**src/include/poed_defines.svh**
```systemverilog
// Purpose: Offsets, field positions, reset values and timing counts
// Assumes: Registers on 32-bit classic Wishbone, one word each
// Notes: Byte addresses; low bits carry the register data
`ifndef POED_DEFINES_SVH
`define POED_DEFINES_SVH
// ==========================================
// Register offsets
`define POED_OFS_ICTRL2 6'h00
`define POED_OFS_OSHORT2 6'h04
`define POED_OFS_ICTRL3 6'h08
`define POED_OFS_SWHIZ 6'h0C
`define POED_OFS_PINEN1 6'h10
`define POED_OFS_PINEN2 6'h14
// ==========================================
// Field positions
`define POED_ICTRL2_FLAG_LSB 12
`define POED_ICTRL_IE_BIT 8
`define POED_FLAG_BIT 12
`define POED_OSH_FLAG_BIT 15
`define POED_HIZE_BIT 9
`define POED_OSH_IE_BIT 8
`define POED_SW_SEC_BIT 2
`define POED_SW_CH0_BIT 1
`define POED_SW_CH34_BIT 0
// ==========================================
// Reset values
`define POED_PINEN1_RST 4'h0
`define POED_PINEN2_RST 6'h00
// ==========================================
// Timing: sample taps of the divided clock and run length
`define POED_DIV8_BIT 2
`define POED_DIV16_BIT 3
`define POED_DIV128_BIT 6
`define POED_LOW_RUN 16
`endif

```
**src/include/poed_pkg.sv**
```systemverilog
// Purpose: Types of the output-disable block
// Assumes: Used with poed_defines.svh
// Notes: Types only
package poed_pkg;
  typedef enum logic [1:0] {
    POED_MODE_EDGE = 2'h0,
    POED_MODE_DIV8 = 2'h1,
    POED_MODE_DIV16 = 2'h2,
    POED_MODE_DIV128 = 2'h3
  } poed_mode_e;
  typedef logic [31:0] poed_word_t;
  typedef struct packed {
    logic [6:0] prescale;
    logic [4:0] pin_prev;
    logic [4:0][4:0] low_cnt;
    logic [4:0] high_seen;
    logic [4:0] flag;
    logic [4:0] flag_read;
    poed_mode_e [4:0] mode;
    logic mode2_done;
    logic mode3_done;
    logic ie2;
    logic ie3;
    logic req8_hiz_enable;
    logic short_flag_2;
    logic short_read;
    logic short_hiz_enable_2;
    logic ocse_done;
    logic short_irq_enable_2;
    logic [2:0] sw_hiz;
    logic [2:0] sw_read;
    logic [3:0] pin_en1;
    logic pin_en1_done;
    logic [5:0] pin_en2;
    logic pin_en2_done;
    logic ack;
    poed_word_t dat;
    logic irq;
    logic hiz_ch0;
    logic hiz_ch34;
    logic [5:0] hiz_sec;
  } poed_state_s;
endpackage

```
**src/hdl/poed_top.sv**
```systemverilog
// Contract
// - Modes: falling edge or sixteen divided lows
// - Accepted request sets its input flag
// - Flag clears by zero after reading one
// - Sampling clear needs high sample first
// - Group two enable gates flags four-seven
// - Write-once fields take first write only
// - Both outputs of pair active sets flag
// - Short flag clears zero after one read
// - Short enable plus flag forces high impedance
// - Short enable gates short interrupt
// - Reserved bits read zero
// - Input eight uses same mode encoding
// - Input eight flag set and clear
// - Input eight enable plus flag forces hiz
// - Group three enable gates input eight
// - Secondary software bit set by one
// - Software bits clear zero after read
// - Channel zero bit forces channel zero hiz
// - Channels three-four bit forces hiz
// - Pin enables gate secondary pair hiz
// - Pin enables select channel zero hiz
// Purpose: Output-disable controller, request inputs four to eight
// Assumes: Classic Wishbone slave, one clock, synchronous inputs
// Notes: Ack is one cycle after request; ack drops the next cycle
`timescale 1ns/100ps
`include "poed_defines.svh"
module poed_top
(
  input wire logic sys_clk_in,
  input wire logic rst_in,
  input wire logic wb_cyc_in,
  input wire logic wb_stb_in,
  input wire logic wb_we_in,
  input wire logic [5:0] wb_adr_in,
  input wire logic [3:0] wb_sel_in,
  input wire poed_pkg::poed_word_t wb_dat_in,
  input wire logic [4:0] req_in_n_in,
  input wire logic [2:0] pos_out_in,
  input wire logic [2:0] neg_out_in,
  output logic wb_ack_out,
  output poed_pkg::poed_word_t wb_dat_out,
  output logic irq_out,
  output logic hiz_ch0_out,
  output logic hiz_ch34_out,
  output logic [5:0] hiz_sec_out
);
  import poed_pkg::*;
  poed_state_s r;
  poed_state_s next_r;
  logic req;
  logic wr;
  logic rd;
  logic [15:0] wdat;
  logic [4:0] tick;
  logic [4:0] accept;

  // ==========================================
  // Helpers
  function automatic logic div_tick(input poed_mode_e m, input logic [6:0] p);
    logic t;
    t = 1'b0;
    unique case (m)
      POED_MODE_EDGE: t = 1'b0;
      POED_MODE_DIV8: t = (p[`POED_DIV8_BIT:0] == 3'h0);
      POED_MODE_DIV16: t = (p[`POED_DIV16_BIT:0] == 4'h0);
      POED_MODE_DIV128: t = (p[`POED_DIV128_BIT:0] == 7'h00);
    endcase
    return t;
  endfunction

  // Hardware set wins over a clear in the same cycle
  function automatic logic flag_next(input logic f, input logic set, input logic clr);
    return set | (f & ~clr);
  endfunction

  assign req = wb_cyc_in & wb_stb_in & ~r.ack;
  assign wr = req & wb_we_in & wb_sel_in[0] & wb_sel_in[1];
  assign rd = req & ~wb_we_in;
  assign wdat = wb_dat_in[15:0];

  always_comb
  begin
    next_r = r;
    next_r.prescale = r.prescale + 7'h01;
    next_r.pin_prev = req_in_n_in;
    for (int i = 0; i < 5; i++)
    begin
      tick[i] = div_tick(r.mode[i], r.prescale);
      if (tick[i])
      begin
        if (req_in_n_in[i])
        begin
          next_r.low_cnt[i] = 5'h00;
          next_r.high_seen[i] = 1'b1;
        end
        else if (r.low_cnt[i] != 5'(`POED_LOW_RUN))
        begin
          next_r.low_cnt[i] = r.low_cnt[i] + 5'h01;
        end
      end
      if (r.mode[i] == POED_MODE_EDGE)
      begin
        accept[i] = r.pin_prev[i] & ~req_in_n_in[i];
      end
      else
      begin
        accept[i] = tick[i] & ~req_in_n_in[i] &
          (r.low_cnt[i] == 5'(`POED_LOW_RUN - 1));
      end
      if (accept[i])
      begin
        next_r.high_seen[i] = 1'b0;
      end
    end
    next_r.ack = req;
    next_r.dat = '0;
    // ==========================================
    // Register reads; reserved read zero
    if (rd)
    begin
      unique case (wb_adr_in)
        `POED_OFS_ICTRL2:
        begin
          next_r.dat[15:12] = r.flag[3:0];
          next_r.dat[`POED_ICTRL_IE_BIT] = r.ie2;
          next_r.dat[7:0] = {r.mode[3], r.mode[2], r.mode[1], r.mode[0]};
          next_r.flag_read[3:0] = r.flag[3:0];
        end
        `POED_OFS_OSHORT2:
        begin
          next_r.dat[`POED_OSH_FLAG_BIT] = r.short_flag_2;
          next_r.dat[`POED_HIZE_BIT] = r.short_hiz_enable_2;
          next_r.dat[`POED_OSH_IE_BIT] = r.short_irq_enable_2;
          next_r.short_read = r.short_flag_2;
        end
        `POED_OFS_ICTRL3:
        begin
          next_r.dat[`POED_FLAG_BIT] = r.flag[4];
          next_r.dat[`POED_HIZE_BIT] = r.req8_hiz_enable;
          next_r.dat[`POED_ICTRL_IE_BIT] = r.ie3;
          next_r.dat[1:0] = r.mode[4];
          next_r.flag_read[4] = r.flag[4];
        end
        `POED_OFS_SWHIZ:
        begin
          next_r.dat[2:0] = r.sw_hiz;
          next_r.sw_read = r.sw_hiz;
        end
        `POED_OFS_PINEN1: next_r.dat[3:0] = r.pin_en1;
        `POED_OFS_PINEN2: next_r.dat[5:0] = r.pin_en2;
        default: next_r.dat = '0;
      endcase
    end
    // ==========================================
    // Register writes
    for (int i = 0; i < 5; i++)
    begin
      // needs high sample in sampling mode
      next_r.flag[i] = flag_next(r.flag[i], accept[i],
        wr && ((i < 4) ? (wb_adr_in == `POED_OFS_ICTRL2) : (wb_adr_in == `POED_OFS_ICTRL3))
        && !wdat[(i < 4) ? (`POED_ICTRL2_FLAG_LSB + i) : `POED_FLAG_BIT]
        && r.flag_read[i]
        && (r.mode[i] == POED_MODE_EDGE || r.high_seen[i]));
      if (accept[i])
      begin
        next_r.flag[i] = 1'b1;
      end
      if (!next_r.flag[i])
      begin
        next_r.flag_read[i] = 1'b0;
      end
    end
    if (wr)
    begin
      unique case (wb_adr_in)
        `POED_OFS_ICTRL2:
        begin
          next_r.ie2 = wdat[`POED_ICTRL_IE_BIT];
          if (!r.mode2_done)
          begin
            next_r.mode2_done = 1'b1;
            for (int i = 0; i < 4; i++)
            begin
              next_r.mode[i] = poed_mode_e'(wdat[2 * i +: 2]);
            end
          end
        end
        `POED_OFS_OSHORT2:
        begin
          next_r.short_irq_enable_2 = wdat[`POED_OSH_IE_BIT];
          if (!r.ocse_done)
          begin
            next_r.ocse_done = 1'b1;
            next_r.short_hiz_enable_2 = wdat[`POED_HIZE_BIT];
          end
        end
        `POED_OFS_ICTRL3:
        begin
          next_r.ie3 = wdat[`POED_ICTRL_IE_BIT];
          if (!r.mode3_done)
          begin
            next_r.mode3_done = 1'b1;
            next_r.mode[4] = poed_mode_e'(wdat[1:0]);
            next_r.req8_hiz_enable = wdat[`POED_HIZE_BIT];
          end
        end
        `POED_OFS_SWHIZ:
        begin
          for (int i = 0; i < 3; i++)
          begin
            if (wdat[i])
            begin
              next_r.sw_hiz[i] = 1'b1;
            end
            else if (r.sw_read[i])
            begin
              next_r.sw_hiz[i] = 1'b0;
            end
          end
        end
        `POED_OFS_PINEN1:
        begin
          if (!r.pin_en1_done)
          begin
            next_r.pin_en1_done = 1'b1;
            next_r.pin_en1 = wdat[3:0];
          end
        end
        `POED_OFS_PINEN2:
        begin
          if (!r.pin_en2_done)
          begin
            next_r.pin_en2_done = 1'b1;
            next_r.pin_en2 = wdat[5:0];
          end
        end
        default: next_r.ie2 = r.ie2;
      endcase
    end
    for (int i = 0; i < 3; i++)
    begin
      if (!next_r.sw_hiz[i])
      begin
        next_r.sw_read[i] = 1'b0;
      end
    end
    next_r.short_flag_2 = flag_next(r.short_flag_2, 1'b0,
      wr && wb_adr_in == `POED_OFS_OSHORT2 && !wdat[`POED_OSH_FLAG_BIT] && r.short_read);
    if (|(pos_out_in & neg_out_in))
    begin
      next_r.short_flag_2 = 1'b1;
    end
    if (!next_r.short_flag_2)
    begin
      next_r.short_read = 1'b0;
    end
    // ==========================================
    // Outputs
    // interrupt from group two, group three and short flag
    next_r.irq = (r.ie2 & |r.flag[3:0]) | (r.short_irq_enable_2 & r.short_flag_2) |
      (r.ie3 & r.flag[4]);
    next_r.hiz_ch0 = |r.pin_en1 &
      ((r.req8_hiz_enable & r.flag[4]) | r.sw_hiz[`POED_SW_CH0_BIT]);
    next_r.hiz_ch34 = r.sw_hiz[`POED_SW_CH34_BIT];
    next_r.hiz_sec = r.pin_en2 & {6{(r.short_hiz_enable_2 & r.short_flag_2) |
      (|r.flag[3:0]) | r.sw_hiz[`POED_SW_SEC_BIT]}};
  end

  always_ff @(posedge sys_clk_in)
  begin
    if (rst_in)
    begin
      r <= '0;
      r.pin_prev <= 5'h1F;
      r.pin_en1 <= `POED_PINEN1_RST;
      r.pin_en2 <= `POED_PINEN2_RST;
    end
    else
    begin
      r <= next_r;
    end
  end

  assign wb_ack_out = r.ack;
  assign wb_dat_out = r.dat;
  assign irq_out = r.irq;
  assign hiz_ch0_out = r.hiz_ch0;
  assign hiz_ch34_out = r.hiz_ch34;
  assign hiz_sec_out = r.hiz_sec;

  // ==========================================
  // Checks
  AST_ACK_ONE: assert property (@(posedge sys_clk_in) disable iff (rst_in)
    req |=> wb_ack_out ##1 !wb_ack_out) else $error("ack not single");
  AST_EDGE_SET: assert property (@(posedge sys_clk_in) disable iff (rst_in)
    (r.mode[0] == POED_MODE_EDGE && r.pin_prev[0] && !req_in_n_in[0]) |=> r.flag[0])
    else $error("edge lost");
  AST_NO_BLIND_CLR: assert property (@(posedge sys_clk_in) disable iff (rst_in)
    (r.flag[0] && !r.flag_read[0]) |=> r.flag[0]) else $error("unread clear");
  AST_SAMPLE_HOLD: assert property (@(posedge sys_clk_in) disable iff (rst_in)
    (r.flag[4] && r.mode[4] != POED_MODE_EDGE && !r.high_seen[4]) |=> r.flag[4])
    else $error("clear before high");
  AST_MODE_ONCE: assert property (@(posedge sys_clk_in) disable iff (rst_in)
    r.mode2_done |=> $stable(r.mode[0])) else $error("mode rewritten");
  AST_SHORT: assert property (@(posedge sys_clk_in) disable iff (rst_in)
    |(pos_out_in & neg_out_in) |=> r.short_flag_2) else $error("short missed");
  AST_IRQ2: assert property (@(posedge sys_clk_in) disable iff (rst_in)
    (r.ie2 && |r.flag[3:0]) |=> irq_out) else $error("irq missing");
  AST_SW_SET: assert property (@(posedge sys_clk_in) disable iff (rst_in)
    (wr && wb_adr_in == `POED_OFS_SWHIZ && wdat[0]) |=> ##1 hiz_ch34_out)
    else $error("sw hiz missing");
  AST_IRQ3: assert property (@(posedge sys_clk_in) disable iff (rst_in)
    (r.ie3 && r.flag[4]) |=> irq_out)
    else $error("group three irq missing");
  AST_IRQ_SHORT: assert property (@(posedge sys_clk_in) disable iff (rst_in)
    (r.short_irq_enable_2 && r.short_flag_2) |=> irq_out)
    else $error("short irq missing");
  AST_NO_IRQ: assert property (@(posedge sys_clk_in) disable iff (rst_in)
    (!r.ie2 && !r.ie3 && !r.short_irq_enable_2) |=> !irq_out)
    else $error("irq while disabled");
  AST_HIZ8: assert property (@(posedge sys_clk_in) disable iff (rst_in)
    (r.req8_hiz_enable && r.flag[4] && |r.pin_en1) |=> hiz_ch0_out)
    else $error("input eight hiz missing");
  AST_CH0_SW: assert property (@(posedge sys_clk_in) disable iff (rst_in)
    (r.sw_hiz[`POED_SW_CH0_BIT] && |r.pin_en1) |=> hiz_ch0_out)
    else $error("channel zero hiz missing");
  AST_CH34_OFF: assert property (@(posedge sys_clk_in) disable iff (rst_in)
    !r.sw_hiz[`POED_SW_CH34_BIT] |=> !hiz_ch34_out)
    else $error("stray channels three-four hiz");
  AST_SHORT_HIZ: assert property (@(posedge sys_clk_in) disable iff (rst_in)
    (r.short_hiz_enable_2 && r.short_flag_2) |=> (hiz_sec_out == $past(r.pin_en2)))
    else $error("short hiz missing");
  AST_SEC_SW: assert property (@(posedge sys_clk_in) disable iff (rst_in)
    r.sw_hiz[`POED_SW_SEC_BIT] |=> (hiz_sec_out == $past(r.pin_en2)))
    else $error("secondary sw hiz missing");
  AST_SEC_OFF: assert property (@(posedge sys_clk_in) disable iff (rst_in)
    (r.pin_en2 == 6'h00) |=> (hiz_sec_out == 6'h00))
    else $error("disabled pair in hiz");
  AST_RESERVED: assert property (@(posedge sys_clk_in) disable iff (rst_in)
    wb_ack_out |-> (wb_dat_out[31:16] == 16'h0000))
    else $error("upper read bits set");
  AST_LOW_RESTART: assert property (@(posedge sys_clk_in) disable iff (rst_in)
    (tick[4] && req_in_n_in[4]) |=> (r.low_cnt[4] == 5'h00))
    else $error("low count kept");
  AST_SHORT_HOLD: assert property (@(posedge sys_clk_in) disable iff (rst_in)
    (r.short_flag_2 && !r.short_read) |=> r.short_flag_2)
    else $error("short flag cleared unread");
  AST_MODE3_ONCE: assert property (@(posedge sys_clk_in) disable iff (rst_in)
    r.mode3_done |=> $stable(r.mode[4]))
    else $error("input eight mode rewritten");
  AST_FLAG8_SET: assert property (@(posedge sys_clk_in) disable iff (rst_in)
    accept[4] |=> r.flag[4])
    else $error("input eight flag lost");
  AST_SW_HOLD: assert property (@(posedge sys_clk_in) disable iff (rst_in)
    (r.sw_hiz[`POED_SW_SEC_BIT] && !r.sw_read[`POED_SW_SEC_BIT]) |=> r.sw_hiz[`POED_SW_SEC_BIT])
    else $error("sw bit cleared unread");
  COV_EDGE: cover property (@(posedge sys_clk_in) accept[0]);
  COV_SHORT: cover property (@(posedge sys_clk_in) r.short_flag_2 && r.short_hiz_enable_2);
  COV_SAMPLE: cover property (@(posedge sys_clk_in) accept[4] && r.mode[4] != POED_MODE_EDGE);
  COV_HIZ: cover property (@(posedge sys_clk_in) |hiz_sec_out);
endmodule

```
**config.mk**
```make
export PLATFORM = sky130hd
export DESIGN_NAME = poed_top
export DESIGN_NICKNAME = d
export VERILOG_FILES = /design/src/include/poed_pkg.sv /design/src/hdl/poed_top.sv
export VERILOG_INCLUDE_DIRS = /design/src /design/src/include
export SDC_FILE = /design/constraint.sdc
export NUM_CORES = 1
export LEC_CHECK = 0
export ABC_AREA = 1
export ABC_CLOCK_PERIOD_IN_PS = 2300
export BUFFER_PORTS_ARGS = -buffer_cell sky130_fd_sc_hd__clkbuf_2
export CORE_ASPECT_RATIO = 0.5
export CORE_UTILIZATION = 50
export CTS_CLUSTER_DIAMETER = 150
export DETAILED_ROUTE_END_ITERATION = 6
export HOLD_SLACK_MARGIN = 0.03
export PLACE_DENSITY = 0.82
export SYNTH_ARGS = -nofsm -noshare
export SYNTH_HDL_FRONTEND = slang
export SYNTH_SLANG_ARGS = --single-unit
```
**constraint.sdc**
```tcl
create_clock -name sys_clk_in -period 2.3 [get_ports sys_clk_in]
set_clock_uncertainty 0.2 [all_clocks]
set_input_delay 0.46 -clock sys_clk_in [delete_from_list [all_inputs] [get_ports sys_clk_in]]
set_output_delay 0.46 -clock sys_clk_in [all_outputs]
set_load 0.05 [all_outputs]
```
==> impl_summary.md, run 1 <==
Run status
The flow ran to the end, and the final reports show no timing, DRC or antenna violations.

Worst setup path
The launch instance of the worst register-to-register path is r[125]. The data required time of the critical path is between 2 and 2.5 ns. The count of cell instances traversed by the critical path is 9. The critical path is of the reg2reg type. In this run the worst setup path terminates at r[96]. Among cell families on the critical path, the largest total delay comes from simple AND/OR/NAND/NOR gates. The critical path goes through inv_1 > ha_1 > inv_1 > nor3_2 > nand2_1 > a21oi_4 > nand2_1 > o21ai_0 > nor2_1. The largest fanout on the critical path is 6. The sum of buffers and inverters on the critical path is 2. The type of destination of the critical path is a flop. The worst-path cell with the longest stage delay is sky130_fd_sc_hd__dfxtp_1. The setup check on the worst reg-to-reg path leaves a slack of 0.14 ns. The arrival time reported for the critical path endpoint is 2.25 ns. STA classifies the critical path startpoint as a flop. The critical path starts at r[125]. For the worst flop-to-flop path, the logic depth is 9. In this design, the stage delay of the slowest critical-path cell is 0.33 ns. The worst register-to-register path ends at r[96].

Clock tree
The clock edge transition at the registers on the reported setup and hold paths is 0.05 ns. The root buffer cell chosen for the clock tree is sky130_fd_sc_hd__clkbuf_16. The clock tree from TritonCTS is built.

The number of buffers between clock root and the deepest sink is 2. The number of clock sinks seen by CTS is around 110. The number of buffers inserted to repair setup after CTS is 0. The later-pin clock latency in the skew report is just over 0.4 ns. The clock tree synthesis step divided the H-tree into 4 levels. The number of clock buffers inserted by TritonCTS is 17. The number of hold buffers added after cts is 0. After clock tree synthesis, the repair step resized 0 gates.

Synth
Yosys printed 0 warnings. The number of different library cells in the post-synthesis netlist is 40. Summing every instance area after synthesis gives 5391 um2. The post-synthesis area per instance is 7.478 um2. In the synthesized netlist the dominant register cell turns out to be sky130_fd_sc_hd__dfxtp_1.

The synthesized design contains 0 enable-type register cells. The count of mapped cells out of synthesis is 721. The fraction of synthesis flops using an asynchronous set or reset pin is 0. The number of flip-flops and latches in the synthesized netlist is 114. The share of the Yosys chip area taken by registers is 0.4233.

Floorplanning
The initial standard-cell utilization of the core is 0.5212. In this run the core area contains 26 standard-cell rows. The die is 148.9 um wide.

The floorplan die area is 11230 um2. The count of boundary I/O pins is 100. The placeable core area is 10340 um2.

The floorplan step set the die height to 75.43 um.

Place
Timing analysis after detailed placement gives a worst setup slack of 0.2120 ns. At the end of routability-driven placement, the weighted congestion stood at approximately 0.93. The count of buffers added on input and output ports is 61. The half-perimeter wire length after placement is 8.778 mm.

Finish
Of the cells placed in the final design, the portion with a size suffix greater than 1 is 0.1557. Relative to the synthesized area, the layout overhead comes to 15.41%. The library cell used most frequently in the layout, excluding fill and tap cells, is sky130_fd_sc_hd__dfxtp_1. Fill cells in the final layout number 877. Measured on the finished design, the core utilization comes to 0.6015. Registers take about 2300 um2. The net count of the finished layout is 852. The number of antenna diodes in the final layout is 0. The multi-input combinational cell area is 2450 um2. In the layout the commonest cells are 114 x sky130_fd_sc_hd__dfxtp_1, 111 x sky130_fd_sc_hd__nand2_1, 98 x sky130_fd_sc_hd__inv_1.

Global route
Entering global routing, the biggest net connects between 40 and 50 pins. Across every metal layer, demand over resource in global routing totals 0.2337. The number of antenna violations at the first check in global routing came to 0. The number of global-route vias before repair is 4309. The global-route congestion overflow total is 0.

The global-route wire length before repair is 20.11 mm.

Timing
The number of endpoints failing setup at the final stage is 0. The final hold slack is 0.1273 ns. Setup repair after global routing left no endpoint under its margin. The share of the cycle needed by the critical path after routing is 0.9377. Derived from the worst setup path, the maximum achievable clock frequency is 0.4637 GHz.

In the post-route analysis, the smallest setup slack over all paths is 0.1433 ns. Subtracting the final worst setup slack from the clock period gives 2.157 ns. The final number of hold-violating endpoints is 0. Summed over all failing endpoints, the final setup total negative slack is 0 ns.

The count of final max-slew check failures was 0.

Power
IR analysis of the VDD net gives a maximum drop of between 0.0005 and 0.0006 V. Summed over all cells, the static leakage comes to 0.002600 uW. The power per cell area is 776.1 nW/um2. The power after layout is 4829 uW.

Detailed routing
After detailed routing, the total wire length is 12.56 mm. The final antenna-violating net count is 0. The number of vias in the routed layout is between 4000 and 5000.

After detailed routing, the number of remaining DRC violations is 0. Dividing the detail-routed via count by the number of cells gives 5.218. The number of iterations in the first detailed-routing pass is 6. For this block, the initial DRC count from the detailed router was 573. The wire length per cell after detailed routing is around 14 um.

Flow run
The reported max-cap violation count is 0.

Hold path
The worst hold path belongs to the class in2reg.
[sequential cells by signal (all words and copies together) (netlist names)]
name / count
hiz_ch34_out: 1
irq_out: 1
next_r: 1
r: 89
hiz_ch0_out: 1
wb_dat_out: 14
hiz_sec_out: 6
wb_ack_out: 1
[layout make-up]
cell class | instances | area share
Clock inverter | 11 | 0.01810
Multi-Input combinational cell | 473 | 0.3937
Timing Repair Buffer | 69 | 0.05872
Sequential cell | 114 | 0.3668
Inverter | 102 | 0.06214
Tap cell | 140 | 0.02815
Clock buffer | 21 | 0.07239
[worst min-delay path: stages]
cell                       delay [ns]
sky130_fd_sc_hd__clkbuf_2        0.11
sky130_fd_sc_hd__nand2_1         0.06
sky130_fd_sc_hd__a21oi_1         0.05
[cells in the mapped netlist (all sizes together), types with 5 or more instances]
| cell type | number | area (um2) |
|---|---|---|
| clkbuf | 7 | 26.28 |
| nor2 | 83 | 382.9 |
| xor2 | 5 | 43.79 |
| nand4 | 18 | 112.6 |
| nand2 | 116 | 457.9 |
| buf | 42 | 310.3 |
| dfxtp | 114 | 2282 |
| nor3 | 15 | 91.34 |
| nand3 | 52 | 265.3 |
| ha | 17 | 212.7 |
| a21oi | 74 | 381.6 |
| nor3b | 5 | 37.54 |
| inv | 101 | 381.6 |
| o21ai | 51 | 255.2 |
[report_power, final]
group,internal (uW),total (uW),switching [uW]
registers,2000,2010,13.2
logic,80.4,315,234
clock network,1610,2510,897
total,3680,4830,1140
[layer usage]
layer  wire length (um)  vias to the layer above  global-route usage
met5                  0                        -                   0
met4                189                        0             0.07596
met3                941                       21             0.06946
met2               5705                      200              0.3910
met1               5725                     2223              0.2955
li1                   -                     2409                   -
[kinds of logic after synthesis]
| family | after synthesis | synth area share |
|---|---|---|
| AND/OR/NAND/NOR | 297 | 0.2620 |
| buffers and inverters | 151 | 0.1341 |
| AO/OA/AOI/OAI | 136 | 0.1323 |
| flip-flops | 114 | 0.4233 |
| adder cells (fa/ha/maj) | 17 | 0.03945 |
| XOR/XNOR | 5 | 0.008122 |
| other | 1 | 0.0006955 |
[how the worst min path moves through the flow]
stage	start	end	cells past startpoint
global placement	r[92]	r[92]	2
detailed placement	r[93]	r[93]	2
floorplan	r[90]	r[90]	2
CTS	wb_dat_in[6]	r[76]	3
finish	req_in_n_in[3]	r[93]	3
global route	wb_dat_in[9]	r[62]	3
[per-stage QoR]
step | cell area (um2) | cells
final | 6222 | 930
after global routing | 6222 | 930
after floorplan | 5455 | 738
after detailed placement | 5659 | 898
after global placement | 5659 | 898
after CTS | 6222 | 930
(Power assumes the default switching activity.)
==> run 2, diff against run 1 <==
Settings changed: ABC_CLOCK_PERIOD_IN_PS 2300 to 2600.
Clock period 2.3 ns to 2.6 ns, I/O delays scaled along.
==> impl_summary.md, run 2 (same netlist as run 1, synthesis figures left out) <==
Place
The setup slack after placement is 0.4673 ns (+0.2553 ns). The final RePlAce weighted congestion is 0.8650 (-6.8%). The port buffer count is 61 (unchanged). The area of placed instances is 5622 um2 (-0.66%). The half-perimeter wire length after placement is 8.772 mm (about the same).

Worst setup path
The worst setup path is launched from a flop. Walking the worst path, the cells encountered are inv_1 > ha_1 > inv_1 > nor2_1 > nand2_1 > a21oi_4 > nand2_1 > o21ai_0 > nor2_1. The worst-path cell with the longest stage delay is sky130_fd_sc_hd__nor2_1. The sum of buffers and inverters on the critical path was 2 (unchanged).

The arrival time reported for the critical path endpoint is 2.29 ns (+0.04 ns). The maximum cell stage delay along the critical path is 0.38 ns (+0.05 ns). The largest fanout on the critical path is 6 (unchanged).

On the critical path the largest part of the delay comes from simple AND/OR/NAND/NOR gates. The setup path with the least slack is of type reg2reg. The type of destination of the critical path is a flop. The setup slack of the most critical reg-to-reg path was 0.41 ns (+0.26 ns). The data required time of the critical path was 2.70 ns (+0.31 ns).

Floorplanning
The vertical extent of the die is 75.43 um (unchanged). The placeable core area was 10340 um2 (unchanged). The count of boundary I/O pins is 100 (unchanged). The number of standard-cell rows in the floorplan came to 26 (unchanged). The initial standard-cell utilization of the core is 0.5212 (unchanged). The die boundary width is 148.9 um (unchanged). The floorplan die area is 11230 um2 (unchanged).

Global route
The number of global-route vias before repair is 4257 (-1.2%). The global routing usage summed across all routing layers is 0.2309 (-0.002823). The global-route congestion overflow total is 0 (unchanged).

The maximum number of pins on one net before global-route repair is 52 (+24%). The global-route wire length before repair was 19.83 mm (-1.4%). The number of antenna violations at the first check in global routing is 0 (unchanged).

Finish
The net total in the final layout is 847 (-0.59%). The number of diodes was 0 (unchanged). The area of all sequential standard cells is 2282 um2 (unchanged).

The number of filler instances in the final layout is 923 (+5.2%). The share of final-layout standard cells stronger than drive strength 1 came to 0.1467 (-0.009013). The number of flip-flops in the largest register is 89 (unchanged).

The post-synthesis to final-layout area growth is 14.30%. In the layout the commonest cells are 114 x sky130_fd_sc_hd__dfxtp_1, 111 x sky130_fd_sc_hd__nand2_1, 98 x sky130_fd_sc_hd__inv_1. The multi-input combinational cell area was 2450 um2 (unchanged). The post-route standard cell area excluding fillers is 6162 um2 (-0.97%). The library cell used most frequently in the layout, excluding fill and tap cells, is sky130_fd_sc_hd__dfxtp_1. The register ranked first by flip-flop count is r.

Flow run
The reported max-cap violation count is 0 (unchanged).

Clock tree
The number of clock sinks seen by CTS is 114 (unchanged). TritonCTS built the clock tree. The number of buffers between clock root and the deepest sink is 2 (unchanged). The CTS H-tree depth was 4 (unchanged). The later-pin clock latency in the skew report came to 0.41 ns (about the same). The clock root buffer master is sky130_fd_sc_hd__clkbuf_16. The number of buffers inserted to repair setup after CTS was 0 (unchanged). The clock edge transition at the registers on the reported setup and hold paths is 0.05 ns (about the same). The number of clock buffers inserted by TritonCTS is 17 (unchanged). The count of instances resized after the clock tree is built was 0 (unchanged). The number of hold buffers added after cts is 0 (unchanged).

Detailed routing
The detailed router's first-iteration violation count was 402 (-30%). The final routed wirelength across all metal layers came to 12.46 mm (-0.80%). The mean number of vias per cell was 5.232 (+0.26%). The final antenna-violating net count came to 0 (unchanged). The number of vias in the routed layout is 4834 (-0.39%). The number of iterations in the first detailed-routing pass is 5 (-1). The wire length per cell after detailed routing came to 13.49 um (-0.16%). The number of DRC violations after detailed routing is 0 (unchanged).

Timing
The number of endpoints failing setup at the final stage is 0 (unchanged). The clock period minus worst slack was 2.194 ns (+0.03755 ns). For the pin with the worst max-slew slack, the measured transition is roughly 0.88 ns.

Measured against its own limit, the worst slew margin works out to 0.4079. The count of final max-slew check failures is 0 (unchanged). The highest achievable clock rate is 0.4557 GHz (-1.7%).

The final number of hold-violating endpoints is 0 (unchanged). The share of the cycle needed by the critical path after routing is 0.8439 (-0.09375). The aggregate negative setup slack came to 0 ns (unchanged). The setup slack after layout is 0.4058 ns (+0.2625 ns).

Setup repair after global routing left no endpoint under its margin.

Run status
The run finished with clean final reports.

Power
The leakage power is 0.002561 uW (-1.5%). The power per cell area is 677.2 nW/um2 (-13%). The peak ir drop on the vdd network was 0.0003878 V (-24%). The power after layout is 4173 uW (-14%).

Hold path
The worst hold path class is in2reg.
## run 2: cell count changes in the layout (fill, tap and decap cells not counted), sizes merged
cell    change
bufinv      -1
buf         -5
clkinv      -4
clkbuf      +4
## run 2: cell type report
cell class | instances | share of cell area
Inverter | 102 | 0.06274
Tap cell | 140 | 0.02843
Multi-Input combinational cell | 473 | 0.3976
Clock inverter | 6 | 0.008934
Sequential cell | 114 | 0.3704
Timing Repair Buffer | 64 | 0.05320
Clock buffer | 25 | 0.07878
## run 2: metal layers
metal	global-route usage	up-vias	share of wire
met3	0.08623	14	0.082
met1	0.2821	2222	0.45
met5	0	-	0
li1	-	2406	-
met2	0.3879	192	0.46
met4	0.06803	0	0.010
## run 2: worst paths after layout
kind	startpoint	endpoint	cells after the start
min	wb_dat_in[6]	r[76]	3
min reg2reg	r[90]	r[90]	2
max	r[125]	r[96]	9
max reg2reg	r[125]	r[96]	9
## run 2: metrics by stage
stage | std cells | hold slack [ns] | util
after floorplan | 738 | 0.2280 | -
after global routing | 924 | 0.1915 | 0.5957
after detailed placement | 893 | 0.2476 | 0.5434
after CTS | 924 | 0.1725 | 0.5957
after global placement | 893 | 0.2403 | 0.5434
final | 924 | 0.1885 | 0.5957
## run 2: tightest hold or removal path, stage by stage
cell                       delay (ns)
sky130_fd_sc_hd__clkbuf_2        0.07
sky130_fd_sc_hd__o21ai_1         0.06
sky130_fd_sc_hd__a21oi_1         0.10
## run 2: report_power, final
part / internal [uW] / leakage [uW] / total (uW) / switching (uW)
clock network: 1370 / 0.000271 / 2120 / 750
registers: 1770 / 0.000922 / 1780 / 11.9
logic: 64.6 / 0.00137 / 271 / 207
==> run 3, diff against run 2 <==
Settings changed: ABC_CLOCK_PERIOD_IN_PS 2600 to 2200.
Clock period 2.6 ns to 2.2 ns, I/O delays scaled along.
==> impl_summary.md, run 3 (same netlist as run 1, synthesis figures left out) <==
Finish
The share of final-layout standard cells stronger than drive strength 1 is 0.1570 (+0.01028). In the layout the commonest cells are 114 x sky130_fd_sc_hd__dfxtp_1, 111 x sky130_fd_sc_hd__nand2_1, 98 x sky130_fd_sc_hd__inv_1. The number of filler instances in the final layout was 857 (-7.2%).

The number of flip-flops in the largest register is 89 (unchanged). The register ranked first by flip-flop count is r. The number of diodes is 0 (unchanged). The net total in the final layout came to 852 (+0.59%).

The library cell used most frequently in the layout, excluding fill and tap cells, is sky130_fd_sc_hd__dfxtp_1. Relative to the synthesized area, the layout overhead comes to 17.15%.

Detailed routing
The number of iterations in the first detailed-routing pass is 5 (unchanged). The final routed wirelength across all metal layers is 12.36 mm (-0.81%). The number of vias in the routed layout is 4789 (-0.93%). The final antenna-violating net count is 0 (unchanged). The detailed router's first-iteration violation count was 428 (+6.5%). The wire length per cell after detailed routing is 13.29 um (-1.5%). The mean number of vias per cell is 5.149 (-1.6%). The number of DRC violations after detailed routing was 0 (unchanged).

Worst setup path
The worst setup path is of the reg2reg kind. The kind of start point of the critical path is a flop. The largest fanout on the critical path came to 5 (-1). STA classifies the critical path endpoint as a flop. The setup slack of the most critical reg-to-reg path is 0.21 ns (-0.20 ns). The data required time of the critical path is 2.31 ns (-0.39 ns).

The arrival time reported for the critical path endpoint is 2.10 ns (-0.19 ns).

Clock tree
The number of hold buffers added after cts is 0 (unchanged). The number of clock sinks seen by CTS is 114 (unchanged). The number of buffers inserted to repair setup after CTS came to 0 (unchanged).

The clock edge transition at the registers on the reported setup and hold paths is 0.05 ns (about the same). The number of clock buffers inserted by TritonCTS was 17 (unchanged). The CTS H-tree depth is 4 (unchanged). The clock root buffer master is sky130_fd_sc_hd__clkbuf_16. The clock tree from TritonCTS is built. The later-pin clock latency in the skew report is 0.42 ns (about the same). The number of buffers between clock root and the deepest sink is 2 (unchanged).

The count of instances resized after the clock tree is built is 0 (unchanged).

Global route
The global routing usage summed across all routing layers is 0.2272 (-0.003641). The global-route congestion overflow total is 0 (unchanged). The number of global-route vias before repair is 4136 (-2.8%). The maximum number of pins on one net before global-route repair is 42 (-19%). The number of antenna violations at the first check in global routing came to 0 (unchanged). The global-route wire length before repair is 19.40 mm (-2.2%).

Timing
The aggregate negative setup slack is 0 ns (unchanged). The count of final max-slew check failures is 0 (unchanged). The number of endpoints failing setup at the final stage was 0 (unchanged). The highest achievable clock rate is 0.5017 GHz (+10%). The clock period minus worst slack is 1.993 ns (-0.2010 ns). The final hold slack is 0.09787 ns (-0.09065 ns). The share of the cycle needed by the critical path after routing is 0.9060 (+0.06206). Setup repair after global routing left no endpoint under its margin.

The final number of hold-violating endpoints came to 0 (unchanged).

Floorplanning
The count of boundary I/O pins is 100 (unchanged). The floorplan die area was 11230 um2 (unchanged). The placeable core area came to 10340 um2 (unchanged).

The number of standard-cell rows in the floorplan is 26 (unchanged). The vertical extent of the die is 75.43 um (unchanged). The initial standard-cell utilization of the core is 0.5212 (unchanged). The die boundary width is 148.9 um (unchanged).

Place
The port buffer count is 61 (unchanged). The half-perimeter wire length after placement is 8.634 mm (-1.6%). The final RePlAce weighted congestion is 0.8798 (+1.7%).

Hold path
The path class of the tightest hold or removal check is in2reg.

Flow run
The reported max-cap violation count is 0 (unchanged).

Power
The leakage power was 0.002643 uW (+3.2%). The power per cell area is 872.4 nW/um2 (+29%). The peak ir drop on the vdd network was 0.0004196 V (+8.2%).

Run status
The run finished with clean final reports.
-- run 3: cell types whose count changed in the layout (fill, tap and decap cells not counted) --
cell | previous run | this run
sky130_fd_sc_hd__clkbuf_8 | 3 | 1
sky130_fd_sc_hd__bufinv_16 | 1 | 6
sky130_fd_sc_hd__buf_4 | 3 | 8
sky130_fd_sc_hd__clkbuf_1 | 5 | 2
sky130_fd_sc_hd__clkinv_2 | 6 | 7
-- run 3: worst paths after layout --
path                startpoint    end  cells past startpoint
hold reg to reg          r[92]  r[92]                      2
hold / removal    wb_dat_in[9]  r[65]                      3
setup / recovery        r[125]  r[91]                      9
setup reg to reg        r[125]  r[91]                      9
-- run 3: per-layer routing --
metal / track usage / part of all wire
met4: 0.08617 / 0.010
met3: 0.06707 / 0.069
met2: 0.3723 / 0.46
met1: 0.2891 / 0.47
met5: 0 / 0
-- run 3: stage by stage --
| step | util | worst slack (ns) | cell area (um2) | power, uW | std cells |
|---|---|---|---|---|---|
| detailed placement | 0.5470 | 0.1631 | 5659 | 2462 | 898 |
| floorplan | - | 0.4465 | 5455 | 2380 | 738 |
| finish | 0.6105 | 0.2068 | 6316 | 5510 | 930 |
| CTS | 0.6105 | 0.2276 | 6316 | 5525 | 930 |
| global placement | 0.5470 | 0.2216 | 5659 | 2457 | 898 |
| global route | 0.6105 | 0.02481 | 6316 | 5676 | 930 |
-- run 3: power breakdown --
part / internal [uW] / leakage [uW] / total (uW) / switching (uW)
Sequential: 2090 / 0.000922 / 2100 / 13.7
Combinational: 83.8 / 0.00139 / 327 / 243
Clock: 2140 / 0.000327 / 3080 / 945
Total: 4310 / 0.00264 / 5510 / 1200
-- run 3: final cells by class --
| cell class | count | area [um2] | share of cell area |
|---|---|---|---|
| clock buffers | 20 | 446.7 | 0.07072 |
| flip-flops and latches | 114 | 2282 | 0.3613 |
| multi-input cells | 473 | 2450 | 0.3879 |
| clock inverters | 12 | 210.2 | 0.03328 |
| repair buffers | 69 | 365.4 | 0.05784 |
| well taps | 140 | 175.2 | 0.02773 |
| inverters | 102 | 386.6 | 0.06121 |
-- run 3: worst max-delay path: stages, from the launching register on --
cell and delay [ns]:
sky130_fd_sc_hd__dfxtp_1 0.33, sky130_fd_sc_hd__inv_1 0.06, sky130_fd_sc_hd__ha_1 0.14, sky130_fd_sc_hd__inv_1 0.06, sky130_fd_sc_hd__nor3_2 0.29, sky130_fd_sc_hd__nand2_1 0.17, sky130_fd_sc_hd__a21oi_1 0.37, sky130_fd_sc_hd__nand2_1 0.13
sky130_fd_sc_hd__nand2_1 0.08, sky130_fd_sc_hd__a21oi_1 0.06
